File: src/pci_cfg.svh
// register offsets, field positions and reset values of the pin change block
`ifndef PCI_CFG_SVH
`define PCI_CFG_SVH
`define PCI_OFS_GROUP_EN 12'h000
`define PCI_OFS_GROUP_FLAGS 12'h004
`define PCI_OFS_MASK_HIGH 12'h008
`define PCI_OFS_MASK_MIDDLE 12'h00c
`define PCI_OFS_MASK_LOW 12'h010
`define PCI_OFS_IRQ_STATUS 12'h014
`define PCI_OFS_IRQ_MASK 12'h018
`define PCI_GRP_LOW 0
`define PCI_GRP_MIDDLE 1
`define PCI_GRP_HIGH 2
`define PCI_RST_BYTE 8'h00
`define PCI_RST_GROUP 3'h0
`define PCI_MIDDLE_MASK_BITS 8'h7f
`endif

File: src/pci_pkg.sv
// types shared by the pin change block
package pci_pkg;
	typedef logic [2:0] pci_group_t;
	typedef logic [7:0] pci_byte_t;
	typedef logic [22:0] pci_pins_t;
endpackage

File: src/pci_ctrl.sv
// pin change interrupt controller with apb register access
//
// The APB slave port and the register offsets were chosen for this implementation.
`timescale 1ns/100ps
`include "pci_cfg.svh"

module pci_ctrl (
	input wire logic pclk,
	input wire logic presetn,
	input wire logic psel,
	input wire logic penable,
	input wire logic pwrite,
	input wire logic [11:0] paddr,
	input wire logic [31:0] pwdata,
	output logic [31:0] prdata,
	output logic pready,
	output logic pslverr,
	input wire pci_pkg::pci_byte_t high_group_pins,
	input wire logic [6:0] middle_group_pins,
	input wire pci_pkg::pci_byte_t low_group_pins,
	input wire logic global_irq_enable,
	input wire pci_pkg::pci_group_t vector_ack,
	output pci_pkg::pci_group_t group_irq_req,
	output logic high_group_vector,
	output logic middle_group_vector,
	output logic low_group_vector,
	output logic irq
);
	import pci_pkg::*;

	pci_pins_t pin_meta_r;
	pci_pins_t pin_sync_r;
	pci_pins_t pin_prev_r;
	logic [2:0] armed_r;
	pci_pins_t pins_in;
	pci_pins_t change;
	pci_pins_t watched;
	pci_group_t group_hit;
	pci_group_t pin_group_irq_enable_r;
	pci_group_t pin_group_irq_flags_r;
	pci_group_t irq_status_r;
	pci_group_t irq_mask_r;
	pci_group_t flag_clear;
	pci_group_t flags_nxt;
	pci_byte_t pin_mask_high_group_r;
	logic [6:0] pin_mask_middle_group_r;
	pci_byte_t pin_mask_low_group_r;
	logic wr_en;
	logic rd_en;
	logic addr_ok;
	logic [31:0] rdata_nxt;

	assign pins_in = {high_group_pins, middle_group_pins, low_group_pins};

	// two-stage synchroniser; the first stage feeds only the second
	always_ff @(posedge pclk or negedge presetn) begin
		if (!presetn) begin
			pin_meta_r <= 23'h000000;
			pin_sync_r <= 23'h000000;
		end else begin
			pin_meta_r <= pins_in;
			pin_sync_r <= pin_meta_r;
		end
	end

	// previous sample of each synchronised pin
	always_ff @(posedge pclk or negedge presetn) begin
		if (!presetn) begin
			pin_prev_r <= 23'h000000;
		end else begin
			pin_prev_r <= pin_sync_r;
		end
	end

	// the chain and the previous sample start at zero, so a pin held
	// high through reset would look like a change to a mask written
	// right after release; detection waits until all stages are real
	always_ff @(posedge pclk or negedge presetn) begin
		if (!presetn) begin
			armed_r <= 3'h0;
		end else begin
			armed_r <= {armed_r[1:0], 1'b1};
		end
	end

	// change detection gated per pin by the mask registers
	assign change = (pin_sync_r ^ pin_prev_r) & {23{armed_r[2]}};
	assign watched = change & {pin_mask_high_group_r,
		pin_mask_middle_group_r, pin_mask_low_group_r};
	assign group_hit[`PCI_GRP_HIGH] = |watched[22:15];
	assign group_hit[`PCI_GRP_MIDDLE] = |watched[14:8];
	assign group_hit[`PCI_GRP_LOW] = |watched[7:0];

	// apb decode: no wait states, unmapped addresses answer with pslverr
	assign wr_en = psel & penable & pwrite;
	assign rd_en = psel & penable & ~pwrite;
	assign pready = 1'b1;
	always_comb begin
		addr_ok = 1'b1;
		rdata_nxt = 32'h00000000;
		unique case (paddr)
			`PCI_OFS_GROUP_EN: rdata_nxt[2:0] = pin_group_irq_enable_r;
			`PCI_OFS_GROUP_FLAGS: rdata_nxt[2:0] = pin_group_irq_flags_r;
			`PCI_OFS_MASK_HIGH: rdata_nxt[7:0] = pin_mask_high_group_r;
			`PCI_OFS_MASK_MIDDLE: rdata_nxt[6:0] = pin_mask_middle_group_r;
			`PCI_OFS_MASK_LOW: rdata_nxt[7:0] = pin_mask_low_group_r;
			`PCI_OFS_IRQ_STATUS: rdata_nxt[2:0] = irq_status_r;
			`PCI_OFS_IRQ_MASK: rdata_nxt[2:0] = irq_mask_r;
			default: addr_ok = 1'b0;
		endcase
	end
	assign pslverr = psel & penable & ~addr_ok;

	// read data is registered at the end of the setup cycle, valid in the access cycle
	// the master samples it only after pready; held between reads
	always_ff @(posedge pclk or negedge presetn) begin
		if (!presetn) begin
			prdata <= 32'h00000000;
		end else if (psel & ~penable & ~pwrite) begin
			prdata <= rdata_nxt;
		end
	end

	// writable control registers; upper bits are not stored at all
	always_ff @(posedge pclk or negedge presetn) begin
		if (!presetn) begin
			pin_group_irq_enable_r <= `PCI_RST_GROUP;
			pin_mask_high_group_r <= `PCI_RST_BYTE;
			pin_mask_middle_group_r <= 7'h00;
			pin_mask_low_group_r <= `PCI_RST_BYTE;
			irq_mask_r <= `PCI_RST_GROUP;
		end else if (wr_en) begin
			unique case (paddr)
				`PCI_OFS_GROUP_EN: pin_group_irq_enable_r <= pwdata[2:0];
				`PCI_OFS_MASK_HIGH: pin_mask_high_group_r <= pwdata[7:0];
				`PCI_OFS_MASK_MIDDLE: pin_mask_middle_group_r <= pwdata[6:0];
				`PCI_OFS_MASK_LOW: pin_mask_low_group_r <= pwdata[7:0];
				`PCI_OFS_IRQ_MASK: irq_mask_r <= pwdata[2:0];
				default: ;
			endcase
		end
	end

	// flag clear sources: write-one-to-clear and vector acknowledge
	assign flag_clear = ((wr_en && paddr == `PCI_OFS_GROUP_FLAGS) ?
		pwdata[2:0] : 3'h0) | vector_ack;
	// a change in the same cycle as a clear wins, so no event is lost
	assign flags_nxt = (pin_group_irq_flags_r & ~flag_clear) | group_hit;

	always_ff @(posedge pclk or negedge presetn) begin
		if (!presetn) begin
			pin_group_irq_flags_r <= `PCI_RST_GROUP;
		end else begin
			pin_group_irq_flags_r <= flags_nxt;
		end
	end

	// sticky status of the same events; a read clears only the bits it
	// returned, so an event landing in the read's setup cycle survives
	always_ff @(posedge pclk or negedge presetn) begin
		if (!presetn) begin
			irq_status_r <= `PCI_RST_GROUP;
		end else if (rd_en && paddr == `PCI_OFS_IRQ_STATUS) begin
			irq_status_r <= (irq_status_r & ~prdata[2:0]) | group_hit;
		end else begin
			irq_status_r <= irq_status_r | group_hit;
		end
	end

	// per-group request; global enable is applied by the core
	assign group_irq_req = pin_group_irq_flags_r & pin_group_irq_enable_r;
	// separate vectors, each needing the global enable too
	assign high_group_vector = group_irq_req[`PCI_GRP_HIGH] &
		global_irq_enable;
	assign middle_group_vector = group_irq_req[`PCI_GRP_MIDDLE] &
		global_irq_enable;
	assign low_group_vector = group_irq_req[`PCI_GRP_LOW] &
		global_irq_enable;
	assign irq = |(irq_status_r & irq_mask_r);
endmodule // pci_ctrl

File: config.mk
export PLATFORM = sky130hd
export DESIGN_NAME = pci_ctrl
export DESIGN_NICKNAME = d
export VERILOG_FILES = /design/src/pci_pkg.sv /design/src/pci_ctrl.sv
export VERILOG_INCLUDE_DIRS = /design/src
export SDC_FILE = /design/constraint.sdc
export NUM_CORES = 1
export LEC_CHECK = 0
export BUFFER_PORTS_ARGS = -buffer_cell sky130_fd_sc_hd__buf_2
export CORE_MARGIN = 2
export CORE_UTILIZATION = 30
export CTS_CLUSTER_DIAMETER = 80
export CTS_CLUSTER_SIZE = 10
export DETAILED_ROUTE_END_ITERATION = 6
export GPL_ROUTABILITY_DRIVEN = 0
export PLACE_DENSITY = 0.56
export SLEW_MARGIN = 40
export SYNTH_ARGS = -nofsm -noshare
export SYNTH_HDL_FRONTEND = slang
export SYNTH_SLANG_ARGS = --single-unit
export TNS_END_PERCENT = 5
File: constraint.sdc
create_clock -name pclk -period 1.2 [get_ports pclk]
set_input_delay 0.06 -clock pclk [delete_from_list [all_inputs] [get_ports pclk]]
set_output_delay 0.06 -clock pclk [all_outputs]
set_load 0.03 [all_outputs]
Word level (Yosys, flattened, before mapping)

Cells that the tools add are included.

Register bits after elaboration: 115
Bits of input ports: 76
Output and inout port bits: 41
Logic and storage cells: 62

Muxes and demuxes: 6
Eq/ne operators: 6
Reduce and logical (&&, ||, !) cells: 13
Bitwise operators: 25

Operator list:

| operator              | number |
|---|---|
| $and A23 B23 Y23      | 2 |
| $eq A12 B5 Y1 const B | 3 |
| $eq A12 B4 Y1 const B | 2 |
| $xor A23 B23 Y23      | 1 |
| $pmux W3 S7           | 1 |
| $reduce_or A8 Y1      | 2 |
| $reduce_or A7 Y1      | 2 |
| $and A3 B3 Y3         | 4 |
| $eq A12 B3 Y1 const B | 1 |
| $logic_not A12 Y1     | 1 |
| $or A3 B3 Y3          | 4 |
| $pmux W4 S3           | 1 |
| $reduce_and A2 Y1     | 5 |
| $and A1 B1 Y1         | 9 |
| $mux W3               | 2 |
| $not A3 Y3            | 2 |
| $not A1 Y1            | 3 |
| $reduce_or A3 Y1      | 1 |
| $logic_and A1 B1 Y1   | 2 |
| $pmux W1 S2           | 1 |
| $mux W1               | 1 |

Depth between registers and ports, before layout

Gate-level depths: netlist (run 1).

Word-level depth: 8
Mapped depth: 6
Gate-level depth less buffers: 4

Worst setup path after synthesis (run 1)

Ideal clock, no wire load.

Path type: input port to flip-flop
Start: input paddr[5]
End: register pin_mask_low_group_r[0]
Buffers on the path: 2
Data required time: 1.073 ns
Arrival: 1.465 ns
Stages: 6
Setup time: 0.127 ns
Slack: -0.393 ns
Path through: or3_1 > buf_2 > nor4_4 > and2b_1 > buf_4 > mux2_1

Word-level cells in the longest chain between the ends: 2

Ends and longest elaborated chain:

| element                            | RTL line        | source |
|---|---|---|
| from (decl)                        | pci_ctrl.sv:13  | `input wire logic [11:0] paddr,` |
| $eq A12 B5 Y1                      | pci_ctrl.sv:133 | `unique case (paddr)` |
| $reduce_and A2 Y1 (no source line) | n/a             |  |
| to (signal assigned)               | pci_ctrl.sv:130 | `` pin_mask_low_group_r <= `PCI_RST_BYTE; `` |
| to (signal assigned)               | pci_ctrl.sv:137 | `` `PCI_OFS_MASK_LOW: pin_mask_low_group_r <= pwdata[7:0]; `` |
| to (decl)                          | pci_ctrl.sv:47  | `pci_byte_t pin_mask_low_group_r;` |

Every way passes these cells.
A chain may end at the register's enable or synchronous reset.

Final worst setup path (run 1)

Start: register irq_mask_r[0]
End: output irq

Word-level cells in the longest chain between the ends: 2

Ends and longest elaborated chain:

| element                | RTL line        | source |
|---|---|---|
| from (decl)            | pci_ctrl.sv:42  | `pci_group_t irq_mask_r;` |
| from (signal assigned) | pci_ctrl.sv:131 | `` irq_mask_r <= `PCI_RST_GROUP; `` |
| from (signal assigned) | pci_ctrl.sv:138 | `` `PCI_OFS_IRQ_MASK: irq_mask_r <= pwdata[2:0]; `` |
| $and A3 B3 Y3          | pci_ctrl.sv:179 | `assign irq = \|(irq_status_r & irq_mask_r);` |
| $reduce_or A3 Y1       | pci_ctrl.sv:179 |  |
| to (decl)              | pci_ctrl.sv:27  | `output logic irq` |

Every way passes these cells.

==> results.sh, run 1 <==
export IMPL_ys_seq_area_share_pct=63.7
export IMPL_finalCriticalPeriod_ps=1520
export IMPL_synth_edff_count=0
export IMPL_final_hold_viol_count=0
export IMPL_overflow=0
export IMPL_clk_latency_ps=400
export IMPL_ios=117
export IMPL_top_usage_layer="met2"
export IMPL_drt_iter0_markers=181
export IMPL_use_met2_pct=20.7
export IMPL_start_util_pct=30.9
export IMPL_stdcell_area_um2=6470
export IMPL_dieArea_um2=16100
export IMPL_setup_tns_ps=-4880
export IMPL_critical_path_top_delay_family="compound AO/OA/AOI/OAI gates"
export IMPL_yosys_area_top_type="dfrtp_1"
export IMPL_antenna_found_initial=0
export IMPL_synth_most_common_cell="dfrtp_1"
export IMPL_leakagePower_nw=3.11
export IMPL_diodes=0
export IMPL_worstHoldPathType="in2reg"
export IMPL_synthTopCellsByCount="115 x dfrtp_1, 28 x buf_4, 23 x xor2_1, 22 x nand2_1, 20 x mux2_2"
export IMPL_grtUsageMet1_pct=17.8
export IMPL_yosysTopAreaCellShare_pct=63.7
export IMPL_drc=0
export IMPL_dr_pass1_iters=4
export IMPL_finClkSkew_ps=6.51
export IMPL_viasPerCell=4.51
export IMPL_clk_pin_slew_ps=50
export IMPL_crit_type="reg2out"
export IMPL_clock_fmax_mhz=656
export IMPL_status="finished, violations left"
export IMPL_grt_pass1_vias=3140
export IMPL_core_um2=14600
export IMPL_synth_seq_cells=115
export IMPL_peakVddDrop_mv=1.01
export IMPL_dp_hpwl_mm=7.17
export IMPL_grt_pass1_wl_mm=16.4
export IMPL_slew_violations=0
export IMPL_netlist_area_um2=4520
export IMPL_violations="negative setup slack"
export IMPL_fp_row_count=44
export IMPL_grt_max_degree=37
export IMPL_synth_flop_cell="dfrtp_1"
export IMPL_clk_path_buf_depth=2
export IMPL_path_max_fanout=2
export IMPL_vias=3032
export IMPL_dieHeight_um=127
export IMPL_min_delay_start="pwdata[1]"
export IMPL_r2r_start="pin_sync_r[11]$_DFF_PN0_"
export IMPL_cellPowerDensity_nw_per_um2=1460
export IMPL_crit_path_end_kind="primary output"
export IMPL_cts_max_level=4
export IMPL_critical_path_max_stage_delay_ps=410
export IMPL_grtUsageTotal_pct=13.4
export IMPL_crit_arrival_ps=1460
export IMPL_ant_nets=0
export IMPL_dpl_cell_area_um2=5300
export IMPL_synthTopCellsByArea="dfrtp_1 64%, mux2_2 5.0%, buf_4 4.6%"
export IMPL_cts_num_sinks=115
export IMPL_critPathLaunch="irq_mask_r[0]$_DFFE_PN0P_"
export IMPL_cts_root_buf="clkbuf_16"
export IMPL_crit_buf_inv=2
export IMPL_worst_slack_ps=-324
export IMPL_worst_ep_required_time_ps=1140
export IMPL_numCtsBuffers=17
export IMPL_routed_wirelength_mm=10.0
export IMPL_synth_avg_cell_area_um2=13.9
export IMPL_rsz0062_at_grt="yes"
export IMPL_dieWidth_um=127
export IMPL_netlist_instances=326
export IMPL_routedWlPerCell_um=14.9
export IMPL_ys_warn_count=0
export IMPL_nNetsFinal=551
export IMPL_drv_cap=0
export IMPL_setup_viol=40
export IMPL_use_met3_pct=4.39
export IMPL_crit_path_cell_trace="a222oi_1, inv_1, buf_6"
export IMPL_critPathSlowestCell="a222oi_1"
export IMPL_period_share_pct=127
export IMPL_ys_types=48
export IMPL_cts_tree="done"
export IMPL_area_growth_pct=43.1
export IMPL_port_buffers=67
export IMPL_ys_async_sr_fraction_pct=100
export IMPL_power_total_mw=9.48
export IMPL_start_kind="flip-flop"
export IMPL_drive_gt1_share_pct=40.8
## power by group
group / internal (mW) / switching [mW]
Combinational: 0.268 / 0.379
Clock: 3.13 / 1.62
Sequential: 4.02 / 0.0647
## worst reg2reg max path: stages, from the launching register on
cell and delay, ps:
dfrtp_1 380, xor2_1 150, a222oi_1 420, a31oi_2 210
a31o_2 250
## layout make-up
class | count | area, um2
clock buffers | 21 | 460
clock inverters | 11 | 110
fillers | 1341 | 8170
inverters | 6 | 22.5
multi-input cells | 194 | 1670
flip-flops and latches | 115 | 2880
well taps | 184 | 230
repair buffers | 141 | 1100
## state kept, by name, indices dropped and copies added, names as in the netlist, 7 cells and up
register,cells
pin_meta_r,23
pin_prev_r,23
pin_sync_r,23
pin_mask_high_group_r,8
pin_mask_low_group_r,8
prdata,8
pin_mask_middle_group_r,7
## repair_timing
item,in CTS,in global routing
buffers inserted,2,0
endpoints found under the hold margin,155,0
endpoints found under the setup margin,45,48
resized for setup,50,16
pin swaps,9,8
hold buffers,32,0
## final timing paths
path,endpoint,slack (ps),depth (start not counted)
max in group asynchronous,pin_prev_r[6]$_DFF_PN0_,570,3
worst max-delay path,irq,-320,3
worst min-delay path,pin_mask_high_group_r[1]$_DFFE_PN0P_,30,2
min in group asynchronous,pin_mask_middle_group_r[1]$_DFFE_PN0P_,130,2
worst max register to register,pin_group_irq_flags_r[1]$_DFF_PN0_,-320,4
worst min register to register,pin_sync_r[2]$_DFF_PN0_,340,0
## layer usage
metal / vias up / share of wire, % / routed length (um)
li1: 1403 / - / -
met1: 1497 / 46 / 4570
met2: 122 / 47 / 4710
met3: 10 / 6.4 / 645
met4: 0 / 0.99 / 99
met5: - / 0 / 0
## cell usage in the layout (no fill, tap or decap), types with 3 or more instances in the layout
cell,n
dfrtp_1,115
xor2_1,23
mux2_4,22
inv_1,6
mux2i_1,10
and3_1,3
nor4_4,5
buf_6,10
a221oi_1,3
conb_1,26
buf_4,36
a21o_1,3
clkbuf_16,17
buf_12,5
o21ai_1,3
nor2_1,9
o211ai_1,4
and2_4,3
clkinv_2,7
dlygate4sd3_1,32
a31o_2,3
nor3_4,3
mux2_2,6
nand2_1,21
a22oi_1,10
buf_2,57
## stage by stage
step | hold WS [ps] | utilization [%] | cells | worst slack [ps]
2_1_floorplan | -236 | - | 350 | -355
3_3_place_gp | -10.4 | 36.2 | 606 | -579
3_5_place_dp | -2.87 | 36.2 | 606 | -604
4_1_cts | 11.9 | 43.7 | 672 | -372
5_1_grt | 21.6 | 44.2 | 672 | -416
6_report | 32.8 | 44.2 | 672 | -324
## cells by family (layout without fill, tap and decap cells)
kind of cell              after synthesis  in the layout  synth area share (%)
DFF                                   115            115                  63.7
and+or+nand+nor                        66             66                  9.66
buffers and inverters                  41            179                  5.98
AOI/OAI and AO/OA                      40             40                  6.64
muxes                                  39             39                  9.44
xor gates and xnor gates               23             23                  4.46
other                                   2             26                 0.166
No activity file was read; power rests on OpenSTA's default activity.
==> run 2, diff against run 1 <==
ABC_AREA = 1   (was not set)
==> run 2 against run 1 <==
The run still ends with negative setup slack left. Global-route usage grew 0.61 points. Critical path depth grew 3. Total power shrank 0.90%. Sequential cell count is the same. Final area shrank 2.1%. Routed wire length grew 0.79%. Worst hold slack gained 72 ps.
==> results.sh, run 2 <==
export IMPL_grt_pass1_vias=3701
export IMPL_setup_tns_ps=-96.0
export IMPL_yosys_area_top_type="dfrtp_1"
export IMPL_synth_most_common_cell="dfrtp_1"
export IMPL_power_total_mw=9.39
export IMPL_min_delay_start="penable"
export IMPL_dpl_cell_area_um2=5320
export IMPL_crit_arrival_ps=1550
export IMPL_ys_types=26
export IMPL_fp_row_count=45
export IMPL_grt_max_degree=33
export IMPL_finClkSkew_ps=7.08
export IMPL_cts_root_buf="clkbuf_16"
export IMPL_synth_fa_ha_area_share_pct=0
export IMPL_netlist_area_um2=4550
export IMPL_synth_top_family_by_area="simple AND/OR/NAND/NOR gates"
export IMPL_status="finished, violations left"
export IMPL_crit_type="reg2reg"
export IMPL_crit_path_end_kind="flip-flop"
export IMPL_peakVddDrop_mv=0.956
export IMPL_stdcell_area_um2=6330
export IMPL_ant_nets=0
export IMPL_cts_num_sinks=115
export IMPL_holdPathStages=5
export IMPL_cts_tree="done"
export IMPL_dieWidth_um=127
export IMPL_synthTopCellsByArea="dfrtp_1 63%, nand2_1 9.1%, o21ai_0 5.8%"
export IMPL_synth_flop_cell="dfrtp_1"
export IMPL_area_growth_pct=39.2
export IMPL_ys_warn_count=0
export IMPL_ys_seq_area_share_pct=63.3
export IMPL_grt_pass1_wl_mm=17.5
export IMPL_synth_xor_area_share_pct=0
export IMPL_synth_mux_area_share_pct=0
export IMPL_critPathLaunch="pin_mask_low_group_r[0]$_DFFE_PN0P_"
export IMPL_fillers=1439
export IMPL_path_max_fanout=2
export IMPL_placed_cells=757
export IMPL_clock_fmax_mhz=799
export IMPL_nNetsFinal=700
export IMPL_dp_hpwl_mm=7.47
export IMPL_cts_max_level=4
export IMPL_cellPowerDensity_nw_per_um2=1480
export IMPL_ys_async_sr_fraction_pct=100
export IMPL_finalHoldWorstSlack_ps=104
export IMPL_yosysTopAreaCellShare_pct=63.3
export IMPL_layout_common_cells="115 x dfrtp_1, 103 x nand2_1, 59 x buf_2, 46 x o21ai_0"
export IMPL_port_buffers=67
export IMPL_setup_viol=2
export IMPL_clk_latency_ps=410
export IMPL_netlist_instances=473
export IMPL_synth_compound_area_share_pct=8.31
export IMPL_clk_path_buf_depth=2
export IMPL_final_util_pct=42.1
export IMPL_drc=0
export IMPL_numCtsBuffers=17
export IMPL_period_share_pct=104
export IMPL_antenna_found_initial=0
export IMPL_clk_pin_slew_ps=50
export IMPL_final_hold_viol_count=0
export IMPL_synth_simple_area_share_pct=19.7
export IMPL_routed_wirelength_mm=10.1
export IMPL_dieArea_um2=16200
export IMPL_routedWlPerCell_um=12.3
export IMPL_rrSetupSlack_ps=-50
export IMPL_post_place_ws_ps=-166
export IMPL_reg_top3="pin_meta_r x23, pin_prev_r x23, pin_sync_r x23"
export IMPL_drive_gt1_share_pct=25.8
export IMPL_core_um2=15000
export IMPL_overflow=0
export IMPL_worstHoldPathType="in2reg"
export IMPL_ios=117
export IMPL_dr_pass1_iters=4
export IMPL_synthTopCellsByCount="115 x dfrtp_1, 110 x nand2_1, 53 x o21ai_0, 49 x nor2_1, 44 x inv_1"
export IMPL_start_kind="flip-flop"
export IMPL_synth_avg_cell_area_um2=9.62
export IMPL_violations="negative setup slack"
export IMPL_r2r_start="pin_mask_low_group_r[0]$_DFFE_PN0P_"
export IMPL_dieHeight_um=127
export IMPL_finalCriticalPeriod_ps=1250
export IMPL_synth_seq_cells=115
export IMPL_leakagePower_nw=3.15
export IMPL_viasPerCell=4.35
export IMPL_drt_iter0_markers=186
export IMPL_rr_worst_depth=6
export IMPL_start_util_pct=30.3
export IMPL_drv_cap=0
export IMPL_slew_violations=0
export IMPL_rsz0062_at_grt="yes"
export IMPL_grtUsageTotal_pct=14.0
export IMPL_diodes=0
export IMPL_finalNonFillerCells=823
export IMPL_final_common_cell="dfrtp_1"
export IMPL_vias=3583
export IMPL_synth_edff_count=0
export IMPL_worst_slack_ps=-50.8
export IMPL_worst_ep_required_time_ps=1500
==> run 2: changes by cell type in the layout (fill, tap and decap cells not counted), moves of 22 or more <==
cell,delta
inv_1,+37
mux2_4,-22
nand2_1,+82
nand3_1,+26
nor2_1,+34
o21ai_0,+44
xor2_1,-23
==> run 2: what timing repair did <==
item | 4_1_cts | 5_1_grt
hold buffers | 35 | 0
endpoints found under the setup margin | 11 | 14
pin swaps | 7 | 9
endpoints found under the hold margin | 160 | 0
buffers inserted | 0 | 1
resized for setup | 21 | 22
==> run 2: worst paths after layout <==
kind                                             end
max in group asynchronous   pin_meta_r[12]$_DFF_PN0_
hold reg to reg             pin_sync_r[17]$_DFF_PN0_
setup reg to reg           irq_status_r[0]$_DFF_PN0_
min in group asynchronous   pin_meta_r[15]$_DFF_PN0_
setup / recovery           irq_status_r[0]$_DFF_PN0_
hold / removal                 prdata[0]$_DFFE_PN0P_
==> run 2: cells by family after synthesis <==
logic type	Yosys count
flops	115
buf+inv	75
simple gates	209
compound gates	72
other cells	2
==> run 2: area by class of cell <==
cell class	instances	area [um2]	share of cell area (%)
inverters	45	169	2.67
well taps	188	235	3.71
clock buffers	24	472	7.45
multi-input cells	307	1450	23.0
clock inverters	6	80.1	1.26
repair buffers	138	1050	16.5
flip-flops and latches	115	2880	45.4
==> run 2: worst max-delay path, cell delays in order (launching register included) <==
cell and delay (ps):
dfrtp_1 410, a21boi_1 140, o21ai_1 80, nand4_1 150
o21ai_2 180, buf_4 140, nand2_1 40
==> run 2: where the power goes <==
part	total [mW]	internal, mW	switching, mW
logic	0.604	0.239	0.365
clock network	4.70	3.12	1.59
registers	4.08	4.02	0.0666
==> run 2: layer usage <==
layer | vias to the layer above | track usage, % | wire, um
met3 | 24 | 4.69 | 514
li1 | 1757 | - | -
met5 | - | 0 | 0
met4 | 0 | 6.46 | 222
met1 | 1689 | 17.6 | 4660
met2 | 113 | 22.0 | 4700
